**src/include/qga_pkg.sv**
```systemverilog
// Constants and types shared by the gain/phase correction register block
package qga_pkg;

  localparam int AW         = 5;
  localparam int DW         = 8;
  localparam int SW         = 16;
  localparam int GAIN_W     = 11;
  localparam int PHASE_W    = 10;
  localparam int GAIN_FRAC  = 10;
  localparam int PHASE_FRAC = 12;

  localparam logic [AW-1:0] ADDR_RSVD      = 5'h1a;
  localparam logic [AW-1:0] ADDR_GAIN_A_LO = 5'h1b;
  localparam logic [AW-1:0] ADDR_GAIN_B_LO = 5'h1c;
  localparam logic [AW-1:0] ADDR_PHASE_LO  = 5'h1d;
  localparam logic [AW-1:0] ADDR_UPPER     = 5'h1e;
  localparam logic [AW-1:0] ADDR_ALARM_REV = 5'h1f;

  localparam logic [DW-1:0] RST_GAIN_A_LO = 8'h00;
  localparam logic [DW-1:0] RST_GAIN_B_LO = 8'h00;
  localparam logic [DW-1:0] RST_PHASE_LO  = 8'h00;
  localparam logic [DW-1:0] RST_UPPER     = 8'h24;
  localparam logic [DW-1:0] RD_ZERO       = 8'h00;

  // Upper-bits register layout
  localparam int PH_HI_MSB = 7;
  localparam int PH_HI_LSB = 6;
  localparam int GA_HI_MSB = 5;
  localparam int GA_HI_LSB = 3;
  localparam int GB_HI_MSB = 2;
  localparam int GB_HI_LSB = 0;

  // Alarm and revision register layout
  localparam int ALARM_BIT = 7;
  localparam int MUTE_BIT  = 6;
  localparam int VER_MSB   = 5;
  localparam int VER_W     = 6;

  // Arbitrary revision value
  localparam logic [VER_W-1:0] CHIP_VERSION = 6'h2a;

  localparam logic [GAIN_W-1:0]  GAIN_UNITY = 11'h400;
  localparam logic [PHASE_W-1:0] PHASE_ZERO = 10'h000;

  localparam logic [SW-1:0] MID_LEVEL = 16'h0000;
  localparam logic [SW-1:0] SAT_POS   = 16'h7fff;
  localparam logic [SW-1:0] SAT_NEG   = 16'h8000;

  // Input sample clock is declared stopped after this many device clocks
  localparam int CLK_PERIOD_NS = 40;
  localparam int CLK_STOP_CYC  = 4;
  localparam int STOP_CNT_W    = 3;

  typedef logic [SW-1:0] qga_sample_t;

  typedef enum logic [1:0] {
    MON_RUN  = 2'b01,
    MON_STOP = 2'b10
  } qga_mon_e;

endpackage : qga_pkg

```
**src/include/qga_mon_if.sv**
```systemverilog
// Event path from the sample clock monitor to the register core
interface qga_mon_if;
  logic stop_evt;

  modport mon  (output stop_evt);
  modport core (input  stop_evt);
endinterface : qga_mon_if

```
**src/logic/qga_clk_mon.sv**
```systemverilog
// Loss detector for the double-data-rate input sample clock
module qga_clk_mon (
  input  wire logic clk,
  input  wire logic rst,
  input  wire logic ce,
  input  wire logic input_sample_clock,
  qga_mon_if.mon    mon
);
  import qga_pkg::*;

  logic                  sync1_q;
  logic                  sync2_q;
  logic                  sync3_q;
  logic [STOP_CNT_W-1:0] idle_cnt_q;
  logic [STOP_CNT_W-1:0] idle_cnt_d;
  qga_mon_e              state_q;
  qga_mon_e              state_d;
  logic                  stop_q;
  logic                  any_edge;
  logic                  stop_hit;

  localparam logic [STOP_CNT_W-1:0] STOP_LAST = STOP_CNT_W'(CLK_STOP_CYC - 1);
  localparam logic [STOP_CNT_W-1:0] CNT_ONE   = STOP_CNT_W'(1);

  // Both edges count as activity, the clock is double data rate
  assign any_edge   = sync2_q ^ sync3_q;
  assign stop_hit   = !any_edge && (idle_cnt_q == STOP_LAST);
  assign idle_cnt_d = any_edge ? '0 : (stop_hit ? idle_cnt_q : idle_cnt_q + CNT_ONE);

  always_comb begin
    case (state_q)
      MON_RUN:  state_d = stop_hit ? MON_STOP : MON_RUN;
      MON_STOP: state_d = any_edge ? MON_RUN : MON_STOP;
      default:  state_d = MON_RUN;
    endcase
  end

  always_ff @(posedge clk) begin
    if (rst) begin
      sync1_q <= 1'b0;
      sync2_q <= 1'b0;
      sync3_q <= 1'b0;
    end else if (ce) begin
      sync1_q <= input_sample_clock;
      sync2_q <= sync1_q;
      sync3_q <= sync2_q;
    end
  end

  always_ff @(posedge clk) begin
    if (rst) begin
      idle_cnt_q <= '0;
      state_q    <= MON_RUN;
      stop_q     <= 1'b0;
    end else if (ce) begin
      idle_cnt_q <= idle_cnt_d;
      state_q    <= state_d;
      stop_q     <= (state_q == MON_RUN) && stop_hit;
    end
  end

  assign mon.stop_evt = stop_q;

  property p_stop_single;
    @(posedge clk) disable iff (rst)
      (stop_q && ce) |=> !stop_q;
  endproperty
  a_stop_single: assert property (p_stop_single) else $error("stop event longer than one cycle");

endmodule : qga_clk_mon

```
**src/logic/qga_core.sv**
```systemverilog
// Gain and phase correction registers, shadow commit, clock-loss alarm and mute
module qga_core (
  input  wire logic                   clk,
  input  wire logic                   rst,
  input  wire logic                   ce,
  input  wire logic                   input_sample_clock,
  input  wire logic [qga_pkg::AW-1:0] reg_addr,
  input  wire logic [qga_pkg::DW-1:0] reg_wdata,
  input  wire logic                   reg_wr,
  input  wire logic                   reg_rd,
  output logic      [qga_pkg::DW-1:0] reg_rdata,
  input  wire qga_pkg::qga_sample_t   i_sample,
  input  wire qga_pkg::qga_sample_t   q_sample,
  input  wire logic                   sample_valid,
  output qga_pkg::qga_sample_t        dac_a_out,
  output qga_pkg::qga_sample_t        dac_b_out,
  output logic                        out_valid
);
  import qga_pkg::*;

  // Staged register contents
  logic [DW-1:0]      gain_a_lo_q;
  logic [DW-1:0]      gain_b_lo_q;
  logic [DW-1:0]      phase_lo_q;
  logic [DW-1:0]      upper_q;
  logic [DW-1:0]      upper_d;
  // Active correction settings
  logic [GAIN_W-1:0]  gain_a_act_q;
  logic [GAIN_W-1:0]  gain_b_act_q;
  logic [PHASE_W-1:0] phase_act_q;
  logic [GAIN_W-1:0]  gain_a_stage;
  logic [GAIN_W-1:0]  gain_b_stage;
  logic [PHASE_W-1:0] phase_stage;
  logic               alarm_q;
  logic               alarm_d;
  logic               mute_q;
  logic               mute_d;
  logic [DW-1:0]      rdata_q;
  logic [DW-1:0]      rdata_d;
  qga_sample_t        dac_a_q;
  qga_sample_t        dac_b_q;
  qga_sample_t        dac_a_d;
  qga_sample_t        dac_b_d;
  logic               valid_q;

  logic               wr_fire;
  logic               wr_gain_a;
  logic               wr_gain_b;
  logic               wr_phase;
  logic               wr_upper;
  logic               wr_alarm;
  logic               sync_evt;
  logic               stop_evt;
  logic signed [25:0] ph_prod;
  logic signed [25:0] ph_sum;
  logic signed [16:0] corr_i;
  logic signed [16:0] q_ext;

  qga_mon_if mon_bus ();

  qga_clk_mon u_clk_mon (
    .clk                (clk),
    .rst                (rst),
    .ce                 (ce),
    .input_sample_clock (input_sample_clock),
    .mon                (mon_bus.mon)
  );

  assign stop_evt = mon_bus.stop_evt;

  // Gain is 1.10 unsigned; the product is rounded toward minus infinity and clipped
  function automatic qga_sample_t scale_gain(input logic signed [16:0] x,
                                             input logic [GAIN_W-1:0] g);
    logic signed [28:0] prod;
    logic signed [28:0] sh;
    prod = x * $signed({1'b0, g});
    sh   = prod >>> GAIN_FRAC;
    if (sh > $signed({{13{1'b0}}, SAT_POS})) begin
      scale_gain = SAT_POS;
    end else if (sh < $signed({{13{1'b1}}, SAT_NEG})) begin
      scale_gain = SAT_NEG;
    end else begin
      scale_gain = sh[SW-1:0];
    end
  endfunction : scale_gain

  // Register decode
  assign wr_fire   = reg_wr && ce;
  assign wr_gain_a = wr_fire && (reg_addr == ADDR_GAIN_A_LO);
  assign wr_gain_b = wr_fire && (reg_addr == ADDR_GAIN_B_LO);
  assign wr_phase  = wr_fire && (reg_addr == ADDR_PHASE_LO);
  assign wr_upper  = wr_fire && (reg_addr == ADDR_UPPER);
  assign wr_alarm  = wr_fire && (reg_addr == ADDR_ALARM_REV);
  assign sync_evt  = wr_gain_a;

  assign upper_d = wr_upper ? reg_wdata : upper_q;

  // Staged words as they stand after this cycle's write
  assign gain_a_stage = {upper_d[GA_HI_MSB:GA_HI_LSB], reg_wdata};
  assign gain_b_stage = {upper_d[GB_HI_MSB:GB_HI_LSB],
                         (wr_gain_b ? reg_wdata : gain_b_lo_q)};
  assign phase_stage  = {upper_d[PH_HI_MSB:PH_HI_LSB],
                         (wr_phase ? reg_wdata : phase_lo_q)};

  // Set wins over a simultaneous clear; writing one keeps the flag
  assign alarm_d = stop_evt || (alarm_q && !(wr_alarm && !reg_wdata[ALARM_BIT]));
  assign mute_d  = stop_evt || (mute_q && !(wr_alarm && !reg_wdata[MUTE_BIT]));

  always_comb begin
    case (reg_addr)
      ADDR_GAIN_A_LO: rdata_d = gain_a_lo_q;
      ADDR_GAIN_B_LO: rdata_d = gain_b_lo_q;
      ADDR_PHASE_LO:  rdata_d = phase_lo_q;
      ADDR_UPPER:     rdata_d = upper_q;
      ADDR_ALARM_REV: rdata_d = {alarm_q, mute_q, CHIP_VERSION};
      default:        rdata_d = RD_ZERO;
    endcase
  end

  // Phase is s.12 fraction of Q, added into I before gain
  assign q_ext   = {q_sample[SW-1], q_sample};
  assign ph_prod = $signed(q_sample) * $signed(phase_act_q);
  assign ph_sum  = (ph_prod >>> PHASE_FRAC) + 26'($signed(i_sample));
  assign corr_i  = ph_sum[16:0];

  assign dac_a_d = mute_q ? MID_LEVEL : scale_gain(corr_i, gain_a_act_q);
  assign dac_b_d = mute_q ? MID_LEVEL : scale_gain(q_ext, gain_b_act_q);

  always_ff @(posedge clk) begin
    if (rst) begin
      gain_a_lo_q <= RST_GAIN_A_LO;
      gain_b_lo_q <= RST_GAIN_B_LO;
      phase_lo_q  <= RST_PHASE_LO;
      upper_q     <= RST_UPPER;
    end else begin
      if (wr_gain_a) gain_a_lo_q <= reg_wdata;
      if (wr_gain_b) gain_b_lo_q <= reg_wdata;
      if (wr_phase)  phase_lo_q  <= reg_wdata;
      if (wr_upper)  upper_q     <= reg_wdata;
    end
  end

  // Active settings move only on a synchronization event
  always_ff @(posedge clk) begin
    if (rst) begin
      gain_a_act_q <= GAIN_UNITY;
      gain_b_act_q <= GAIN_UNITY;
      phase_act_q  <= PHASE_ZERO;
    end else if (sync_evt) begin
      gain_a_act_q <= gain_a_stage;
      gain_b_act_q <= gain_b_stage;
      phase_act_q  <= phase_stage;
    end
  end

  always_ff @(posedge clk) begin
    if (rst) begin
      alarm_q <= 1'b0;
      mute_q  <= 1'b0;
      rdata_q <= RD_ZERO;
    end else if (ce) begin
      alarm_q <= alarm_d;
      mute_q  <= mute_d;
      if (reg_rd) rdata_q <= rdata_d;
    end
  end

  always_ff @(posedge clk) begin
    if (rst) begin
      dac_a_q <= MID_LEVEL;
      dac_b_q <= MID_LEVEL;
      valid_q <= 1'b0;
    end else if (ce) begin
      valid_q <= sample_valid;
      // Refreshed while muted so mid-level shows even when no samples arrive
      if (sample_valid || mute_q) begin
        dac_a_q <= dac_a_d;
        dac_b_q <= dac_b_d;
      end
    end
  end

  assign reg_rdata = rdata_q;
  assign dac_a_out = dac_a_q;
  assign dac_b_out = dac_b_q;
  assign out_valid = valid_q;

  property p_sync_load;
    @(posedge clk) disable iff (rst)
      wr_gain_a |=> (gain_a_act_q[DW-1:0] == $past(reg_wdata))
                 && (gain_b_act_q[DW-1:0] == gain_b_lo_q)
                 && (phase_act_q[DW-1:0] == phase_lo_q);
  endproperty
  a_sync_load: assert property (p_sync_load) else $error("staged values not committed");

  property p_no_early_commit;
    @(posedge clk) disable iff (rst)
      (!wr_gain_a && (wr_gain_b || wr_phase || wr_upper))
        |=> $stable(gain_a_act_q) && $stable(gain_b_act_q) && $stable(phase_act_q);
  endproperty
  a_no_early_commit: assert property (p_no_early_commit) else $error("active changed early");

  property p_reset_unity;
    @(posedge clk)
      $past(rst) |-> (gain_a_act_q == GAIN_UNITY) && (gain_b_act_q == GAIN_UNITY)
                     && (upper_q == RST_UPPER);
  endproperty
  a_reset_unity: assert property (p_reset_unity) else $error("gain not unity after reset");

  property p_mute_mid;
    @(posedge clk) disable iff (rst)
      (ce && sample_valid && mute_q) |=> (dac_a_q == MID_LEVEL) && (dac_b_q == MID_LEVEL);
  endproperty
  a_mute_mid: assert property (p_mute_mid) else $error("muted output not mid-level");

  property p_stop_sets_flags;
    @(posedge clk) disable iff (rst)
      (ce && stop_evt) |=> alarm_q && mute_q;
  endproperty
  a_stop_sets_flags: assert property (p_stop_sets_flags) else $error("alarm flags not set");

  property p_write_one_keeps;
    @(posedge clk) disable iff (rst)
      (wr_alarm && reg_wdata[ALARM_BIT] && alarm_q) |=> alarm_q;
  endproperty
  a_write_one_keeps: assert property (p_write_one_keeps) else $error("write one altered alarm");

  property p_zero_clears;
    @(posedge clk) disable iff (rst)
      (wr_alarm && !reg_wdata[ALARM_BIT] && !reg_wdata[MUTE_BIT] && !stop_evt)
        |=> !alarm_q && !mute_q;
  endproperty
  a_zero_clears: assert property (p_zero_clears) else $error("zero write did not clear");

  property p_version_ro;
    @(posedge clk) disable iff (rst)
      (ce && reg_rd && reg_addr == ADDR_ALARM_REV)
        |=> reg_rdata[VER_MSB:0] == CHIP_VERSION;
  endproperty
  a_version_ro: assert property (p_version_ro) else $error("version field wrong");

  property p_unity_pass;
    @(posedge clk) disable iff (rst)
      (ce && sample_valid && !mute_q && gain_a_act_q == GAIN_UNITY
       && gain_b_act_q == GAIN_UNITY && phase_act_q == PHASE_ZERO)
        |=> (dac_a_q == $past(i_sample)) && (dac_b_q == $past(q_sample));
  endproperty
  a_unity_pass: assert property (p_unity_pass) else $error("unity gain altered sample");

  property p_sync_upper;
    @(posedge clk) disable iff (rst)
      wr_gain_a |=> (gain_a_act_q[GAIN_W-1:DW] == upper_q[GA_HI_MSB:GA_HI_LSB])
                 && (gain_b_act_q[GAIN_W-1:DW] == upper_q[GB_HI_MSB:GB_HI_LSB])
                 && (phase_act_q[PHASE_W-1:DW] == upper_q[PH_HI_MSB:PH_HI_LSB]);
  endproperty
  a_sync_upper: assert property (p_sync_upper) else $error("upper bits not committed");

  property p_upper_store;
    @(posedge clk) disable iff (rst)
      wr_upper |=> (upper_q == $past(reg_wdata));
  endproperty
  a_upper_store: assert property (p_upper_store) else $error("upper register not stored");

  property p_gain_b_store;
    @(posedge clk) disable iff (rst)
      wr_gain_b |=> (gain_b_lo_q == $past(reg_wdata));
  endproperty
  a_gain_b_store: assert property (p_gain_b_store) else $error("gain B byte not stored");

  property p_alarm_sticky;
    @(posedge clk) disable iff (rst)
      (alarm_q && !wr_alarm) |=> alarm_q;
  endproperty
  a_alarm_sticky: assert property (p_alarm_sticky) else $error("alarm dropped by itself");

  property p_mute_sticky;
    @(posedge clk) disable iff (rst)
      (mute_q && !wr_alarm) |=> mute_q;
  endproperty
  a_mute_sticky: assert property (p_mute_sticky) else $error("mute dropped by itself");

  property p_no_false_alarm;
    @(posedge clk) disable iff (rst)
      (!alarm_q && !stop_evt) |=> !alarm_q;
  endproperty
  a_no_false_alarm: assert property (p_no_false_alarm) else $error("alarm without stop");

  property p_mute_force;
    @(posedge clk) disable iff (rst)
      (ce && mute_q) |=> (dac_a_q == MID_LEVEL) && (dac_b_q == MID_LEVEL);
  endproperty
  a_mute_force: assert property (p_mute_force) else $error("mute did not force mid-level");

  property p_reset_phase;
    @(posedge clk)
      $past(rst) |-> (phase_act_q == PHASE_ZERO) && (phase_lo_q == RST_PHASE_LO)
                     && !alarm_q && !mute_q;
  endproperty
  a_reset_phase: assert property (p_reset_phase) else $error("phase not zero after reset");

  property p_gain_b_unity;
    @(posedge clk) disable iff (rst)
      (ce && sample_valid && !mute_q && gain_b_act_q == GAIN_UNITY)
        |=> (dac_b_q == $past(q_sample));
  endproperty
  a_gain_b_unity: assert property (p_gain_b_unity) else $error("unity gain B altered Q");

  property p_sat_pos;
    @(posedge clk) disable iff (rst)
      (ce && sample_valid && !mute_q && q_sample == SAT_POS && gain_b_act_q > GAIN_UNITY)
        |=> (dac_b_q == SAT_POS);
  endproperty
  a_sat_pos: assert property (p_sat_pos) else $error("gain B output not clipped");

  property p_sat_neg;
    @(posedge clk) disable iff (rst)
      (ce && sample_valid && !mute_q && i_sample == SAT_NEG && phase_act_q == PHASE_ZERO
       && gain_a_act_q > GAIN_UNITY) |=> (dac_a_q == SAT_NEG);
  endproperty
  a_sat_neg: assert property (p_sat_neg) else $error("gain A output not clipped");

  property p_read_flags;
    @(posedge clk) disable iff (rst)
      (ce && reg_rd && reg_addr == ADDR_ALARM_REV)
        |=> (reg_rdata[ALARM_BIT] == $past(alarm_q)) && (reg_rdata[MUTE_BIT] == $past(mute_q));
  endproperty
  a_read_flags: assert property (p_read_flags) else $error("flag readback wrong");

endmodule : qga_core

```
**config.mk**
```make
export PLATFORM = sky130hd
export DESIGN_NAME = qga_core
export DESIGN_NICKNAME = d
export VERILOG_FILES = /design/src/include/qga_pkg.sv /design/src/include/qga_mon_if.sv /design/src/logic/qga_clk_mon.sv /design/src/logic/qga_core.sv
export SDC_FILE = /design/constraint.sdc
export NUM_CORES = 2
export LEC_CHECK = 0
export BUFFER_PORTS_ARGS = -buffer_cell sky130_fd_sc_hd__buf_2
export CAP_MARGIN = 20
export CORE_MARGIN = 2
export CORE_UTILIZATION = 59
export CTS_CLUSTER_DIAMETER = 200
export DETAILED_ROUTE_END_ITERATION = 10
export PLACE_DENSITY = 0.88
export SETUP_SLACK_MARGIN = 0.02
export SLEW_MARGIN = 20
export SYNTH_ARGS = -nofsm -noshare
export SYNTH_HDL_FRONTEND = slang
export SYNTH_SLANG_ARGS = --single-unit
```
**constraint.sdc**
```tcl
create_clock -name clk -period 15.6 [get_ports clk]
set_input_delay 3.12 -clock clk [delete_from_list [all_inputs] [get_ports clk]]
set_output_delay 3.12 -clock clk [all_outputs]
set_load 0.05 [all_outputs]
```
## After elaboration in Yosys (flattened, before gate mapping)

Index checks and enable logic that the tools add are counted.

| storage, ports and cells | value |
|---|---|
| flip-flop bits (word level) | 116 |
| input bits | 52 |
| output and inout bits | 41 |
| word-level logic and storage cells | 76 |

| operators by class | value |
|---|---|
| add/sub/neg operators | 2 |
| multiply operators | 3 |
| magnitude comparators | 4 |
| eq/ne operators | 9 |
| multiplexer cells | 15 |
| bitwise gates (word level) | 1 |
| reduce and logical (&&, ||, !) cells | 23 |

Operators by type and width:

| cell | number |
|---|---|
| 2-to-1 mux 16 bit | 6 |
| one-hot mux 8 bit (5 select lines) | 1 |
| multiplier 17 x 12 -> 29 bit | 1 |
| multiplier 16 x 12 -> 28 bit | 1 |
| multiplier 16 x 10 -> 26 bit | 1 |
| == test 5 bit (second input constant) | 5 |
| 2-to-1 mux 8 bit | 3 |
| greater-than comparator 19 x 16 -> 1 bit (second input constant) | 1 |
| less-than comparator 19 x 16 -> 1 bit (second input constant) | 1 |
| greater-than comparator 18 x 16 -> 1 bit (second input constant) | 1 |
| less-than comparator 18 x 16 -> 1 bit (second input constant) | 1 |
| adder 14 x 16 -> 17 bit | 1 |
| logical AND 1 bit | 12 |
| 2-to-1 mux 3 bit | 2 |
| AND reduction 2 bit | 3 |
| zero test 1 bit | 5 |
| 2-to-1 mux 2 bit | 2 |
| one-hot mux 2 bit (2 select lines) | 1 |
| adder 3 x 1 -> 3 bit (second input constant) | 1 |
| == test 3 x 2 -> 1 bit (second input constant) | 1 |
| logical OR 1 bit | 3 |
| == test 2 x 1 -> 1 bit (second input constant) | 1 |
| == test 2 bit (second input constant) | 1 |
| inequality test 2 x 1 -> 1 bit (second input constant) | 1 |
| XOR 1 bit | 1 |

## Depth between registers and ports, before layout

| depth | value |
|---|---|
| depth in word-level cells | 7 |
| gate-level depth with buffers | 56 |
| depth with buffers taken out | 52 |

## Hierarchy

A second synthesis with hierarchy kept.

| unflattened totals | value |
|---|---|
| cell total of the unflattened synthesis | 2654 |
| area total of the unflattened synthesis | 23367.4 um^2 |

By module, submodules not included:

| module | times used | cells each | area an instance (um^2) | sequential area each (um^2) |
|---|---|---|---|---|
| qga_core | 1 | 2604 | 22900.7 | 1981.9 |
| qga_clk_mon | 1 | 50 | 466.7 | 180.2 |

## Worst setup path after synthesis

OpenSTA, ideal clock, no wires.

| timing path | value |
|---|---|
| path kind | in2reg |
| start | input port q_sample[1] |
| end | register dac_a_q[4], in the netlist dac_a_out[4] |
| setup time | 123 ps |
| arrival time | 14639 ps |
| data required time | 15477 ps |
| path slack | 839 ps |
| stages | 52 |
| buffers on the path | 4 |
| cells stage by stage | buf_2 clkbuf_1 nand2_1 fa_1 fa_1 inv_1 fa_1 fa_1 inv_1 fa_1 inv_1 ha_1 a21o_1 a21o_1 a21oi_1 a2bb2oi_1 o21ai_2 o21a_1 (+16 left out) inv_1 fa_1 fa_1 fa_1 inv_1 fa_1 inv_1 ha_1 a21o_1 a21o_1 a21o_1 a21oi_4 o21ai_2 a211oi_2 xnor2_1 a21boi_2 buf_6 a221o_2 |

| between the ends | value |
|---|---|
| longest elaborated chain between the ends | 7 |
| elaborated cells on any way between the ends | 8 |
| those cells by class | add/sub (1); mul (2); order compare (2); mux (3) |

RTL lines:

| item | RTL line | source |
|---|---|---|
| from (decl) | qga_core.sv:13 | `input wire qga_pkg::qga_sample_t q_sample,` |
| multiplier 16 x 10 -> 26 bit * | qga_core.sv:122 | `assign ph_prod = $signed(q_sample) * $signed(phase_act_q);` |
| adder 14 x 16 -> 17 bit * | qga_core.sv:123 | `assign ph_sum = (ph_prod >>> PHASE_FRAC) + 26'($signed(i_sample));` |
| multiplier 17 x 12 -> 29 bit * | qga_core.sv:76 | `prod = x * $signed({1'b0, g});` |
| less-than comparator 19 x 16 -> 1 bit | qga_core.sv:80 | `end else if (sh < $signed({{13{1'b1}}, SAT_NEG})) begin` |
| 2-to-1 mux 16 bit | qga_core.sv:80 |  |
| 2-to-1 mux 16 bit * | qga_core.sv:78 | `if (sh > $signed({{13{1'b0}}, SAT_POS})) begin` |
| 2-to-1 mux 16 bit * | qga_core.sv:126 | `assign dac_a_d = mute_q ? MID_LEVEL : scale_gain(corr_i, gain_a_act_q);` |
| to (signal assigned) | qga_core.sv:170 | `dac_a_q <= MID_LEVEL;` |
| to (signal assigned) | qga_core.sv:177 | `dac_a_q <= dac_a_d;` |
| to (decl) | qga_core.sv:40 | `qga_sample_t dac_a_q;` |

Every way passes the cells marked *; elsewhere a longest branch is shown, timed or not.
A chain may end at the register's enable or synchronous reset.

## Worst setup path in the final report

| timing path | value |
|---|---|
| start | input port q_sample[5] |
| end | register dac_a_q[4], in the netlist dac_a_out[4] |

The elaborated chain is that of the path after synthesis.

==> impl_metrics.toml <==
[synth]
ys_ff_latch = 108
synth_compound_area_frac = 0.0864
synthArstFlopShare = 0
synthSimpleGateAreaFrac = 0.165
ys.flop_type = "dfxtp_1"
synth_enable_flop_cells = 0
synth_area_per_cell_um2 = 8.77
yosysUniqueCellTypes = 89
netlist_instances = 2712
syn-num-nets = 3431
yosysSeqAreaShare = 0.0909
synthAdderAreaFrac = 0.496
syn_area_mm2 = 0.0238
synth_top_family_by_area = "adder cells"
yosys_warnings = 0
synthMuxAreaShare = 0.0168
synth_xor_area_frac = 0.0309

[timing]
layout_min_cycle_time_ns = 15.16
drv_slew = 0
fin_skew_ns = 0.0140
tightest_slew_ns = 1.11
setup_ws_ns = 0.441
holdWs_ns = 0.468
fmax_mhz = 66.0
maxSlewHeadroom = 0.255
setup_viol = 0
finalCritPeriodShare = 0.972
hold_violations = 0

[layout]
final_layout_size_suffix_gt1_frac = 0.0764
utilization = 0.631
stdcell_area_mm2 = 0.0251
synthToLayoutAreaGrowth_pct = 5.37
final_nets = 3436
instances_no_fill = 3256
fill_cells = 3050

[routing]
wl_um = 57500
drtAntennaViolNets = 0
firstDrtPassIters = 5
drc = 0
num_vias = 18500
via_per_inst = 5.68
wire_per_inst_um = 17.7
first_iter_violations = 1385

[min_path]
hp-class = "flop to flop"

[critical_path]
crit_top_cell = "fa_1"
max_stage_delay_ns = 0.58
critical_path_class = "input pin to flop"
cp_data_arrival_time_ns = 15.42
critPathMaxFanout = 15
cp_data_required_time_ns = 15.86
cp-end-kind = "flop"
cp-start-kind = "input pin"
cpMaxStageDelayCell = "fa_1"

[floorplanning]
initial_core_util = 0.599
rows = 73
die_area_mm2 = 0.0419
ios = 93
coreArea_mm2 = 0.0397
die_w_um = 205
fp.dieH_um = 205

[grt]
grt_pass1_vias = 20200
grt_pass1_wl_um = 97700
antenna_found_initial = 10
grt_max_degree = 84
globalRoute.totalOverflow = 0
gr-usage-all-layers = 0.293

[placed_design]
dpl_cell_area_mm2 = 0.0247
io_buffers = 92
dpl.cell_count = 3231
place_congestion = 0.930
pre_cts_slack_ns = -0.106
hpwlAfterDp_um = 46400

[flow_run]
maxCapViolCount = 0

[pwr]
ir_drop_mv = 0.0528
power_leakage_nw = 12.6
p_per_area_mw_per_mm2 = 35.3

[cts]
ctsLongestPathBuffers = 2
cts-buffers-inserted = 9
insertion_delay_ns = 0.37
h-tree-depth = 3
cts_resized = 0
hold_buffers = 0
cts.clk_slew.worst_paths_ns = 0.08
cts.sinks = 108
cts_setup_buffers = 0
cts_tree = "yes"
cts-root-buf = "clkbuf_16"

[status]
run_status = "finished, final reports clean"
worst max-delay path, delay by kind of cell:
kind,cells,cell delay [ns]
and+or+nand+nor,5,0.96
buffers and inverters,9,0.69
AOI/OAI and AO/OA,22,4.44
adders and majority gates,13,6.00
xor gates and xnor gates,1,0.18
final cells by class:
type                            count  area [um^2]  share of cell area
Timing Repair Buffer              133          768              0.0306
Tap cell                          525          657              0.0262
Clock buffer                        9          225             0.00898
Inverter                          572         2150              0.0856
Antenna cell                        9         22.5            0.000898
Clock inverter                      7          103             0.00409
Sequential cell                   108         2160              0.0862
Multi-Input combinational cell   1893        19000               0.757
power by group:
| group | switching [mW] | total, mW | internal (mW) |
|---|---|---|---|
| Clock | 0.122 | 0.253 | 0.130 |
| Sequential | 0.0104 | 0.298 | 0.288 |
| Combinational | 0.219 | 0.333 | 0.114 |
| Total | 0.352 | 0.884 | 0.532 |
routing by layer:
metal  vias to the layer above  share of wire  global-route usage
met5                         -        0.00042                   0
met3                       243          0.065              0.0431
met2                       774           0.51               0.519
li1                       8297              -                   -
met4                         4          0.054               0.151
met1                      9177           0.37               0.345
synth_stat cells, drive strengths merged, types with 3 or more instances:
master  count  area share
and3        7      0.0019
fa        459        0.39
and2      200       0.053
ha        208        0.11
a311oi      3      0.0011
xor2       25      0.0092
nand2b     14      0.0037
or3         5      0.0015
o21a       14      0.0044
a211oi     28      0.0093
a221o      15      0.0066
or2         6      0.0016
nor3       16      0.0040
o211a      11      0.0049
nand4      11      0.0029
nand4b      3      0.0014
a21oi      67       0.015
mux2i      31       0.013
a31oi       9      0.0030
o22ai       4      0.0011
xnor2      59       0.022
nor2      114       0.018
nand3      47       0.010
o221ai      3      0.0011
o21bai      3     0.00095
dfxtp     108       0.091
buf        14      0.0040
a211o       3      0.0011
nand2     374       0.059
a32oi       4      0.0015
inv       572       0.090
o21ai      40      0.0087
a41o        3      0.0013
a22oi       3     0.00095
a21o       34       0.011
nor2b      21      0.0055
clkbuf    124       0.020
mux2        4      0.0019
o211ai     15      0.0059
a221oi      3      0.0014
flip-flops by register name (all words and copies together) (netlist names):
register / flops
dac_a_out: 16
dac_b_out: 16
gain_b_act_q: 11
phase_act_q: 10
gain_b_lo_q: 8
phase_lo_q: 8
reg_rdata: 8
upper_q: 8
gain_a_lo_q: 7
gain_a_act_q: 4
u_clk_mon.idle_cnt_q: 3
u_clk_mon.state_q: 2
alarm_q: 1
mute_q: 1
out_valid: 1
u_clk_mon.mon.stop_evt: 1
u_clk_mon.sync1_q: 1
u_clk_mon.sync2_q: 1
u_clk_mon.sync3_q: 1
stage by stage:
stage / setup TNS [ns] / power, mW
floorplan: 0 / 0.539
global placement: 0 / 0.619
detailed placement: -1.32 / 0.631
CTS: 0 / 0.880
global route: -0.325 / 0.931
finish: 0 / 0.884
cells by family after synthesis:
group,Yosys count
AND/OR/NAND/NOR,826
buffers and inverters,711
adder cells (fa/ha/maj),667
AO/OA/AOI/OAI,279
flip-flops,108
XOR/XNOR,84
multiplexers,37
path summary, 6_finish.rpt:
| check | start | end | slack (ns) | depth (start not counted) |
|---|---|---|---|---|
| setup / recovery | q_sample[5] | dac_a_out[4] | 0.44 | 50 |
| hold / removal | dac_b_out[15] | dac_b_out[15] | 0.47 | 2 |
| setup reg to reg | phase_act_q[1] | dac_a_out[4] | 2.59 | 50 |
| hold reg to reg | dac_b_out[15] | dac_b_out[15] | 0.47 | 2 |
placed cells by master (no fill, tap or decap), drive strengths merged, types with 15 or more instances in the layout:
cell    Yosys  layout
xnor2      59      59
nor2b      21      21
fa        459     459
a21o       34      34
o21ai      40      40
nand2     374     374
mux2i      31      31
buf        14     133
nor3       16      16
dfxtp     108     108
and2      200     200
xor2       25      25
a221o      15      15
a211oi     28      28
a21oi      67      67
inv       572     574
nor2      114     114
nand3      47      47
o211ai     15      15
ha        208     208
No activity file was read; power rests on OpenSTA's default activity.
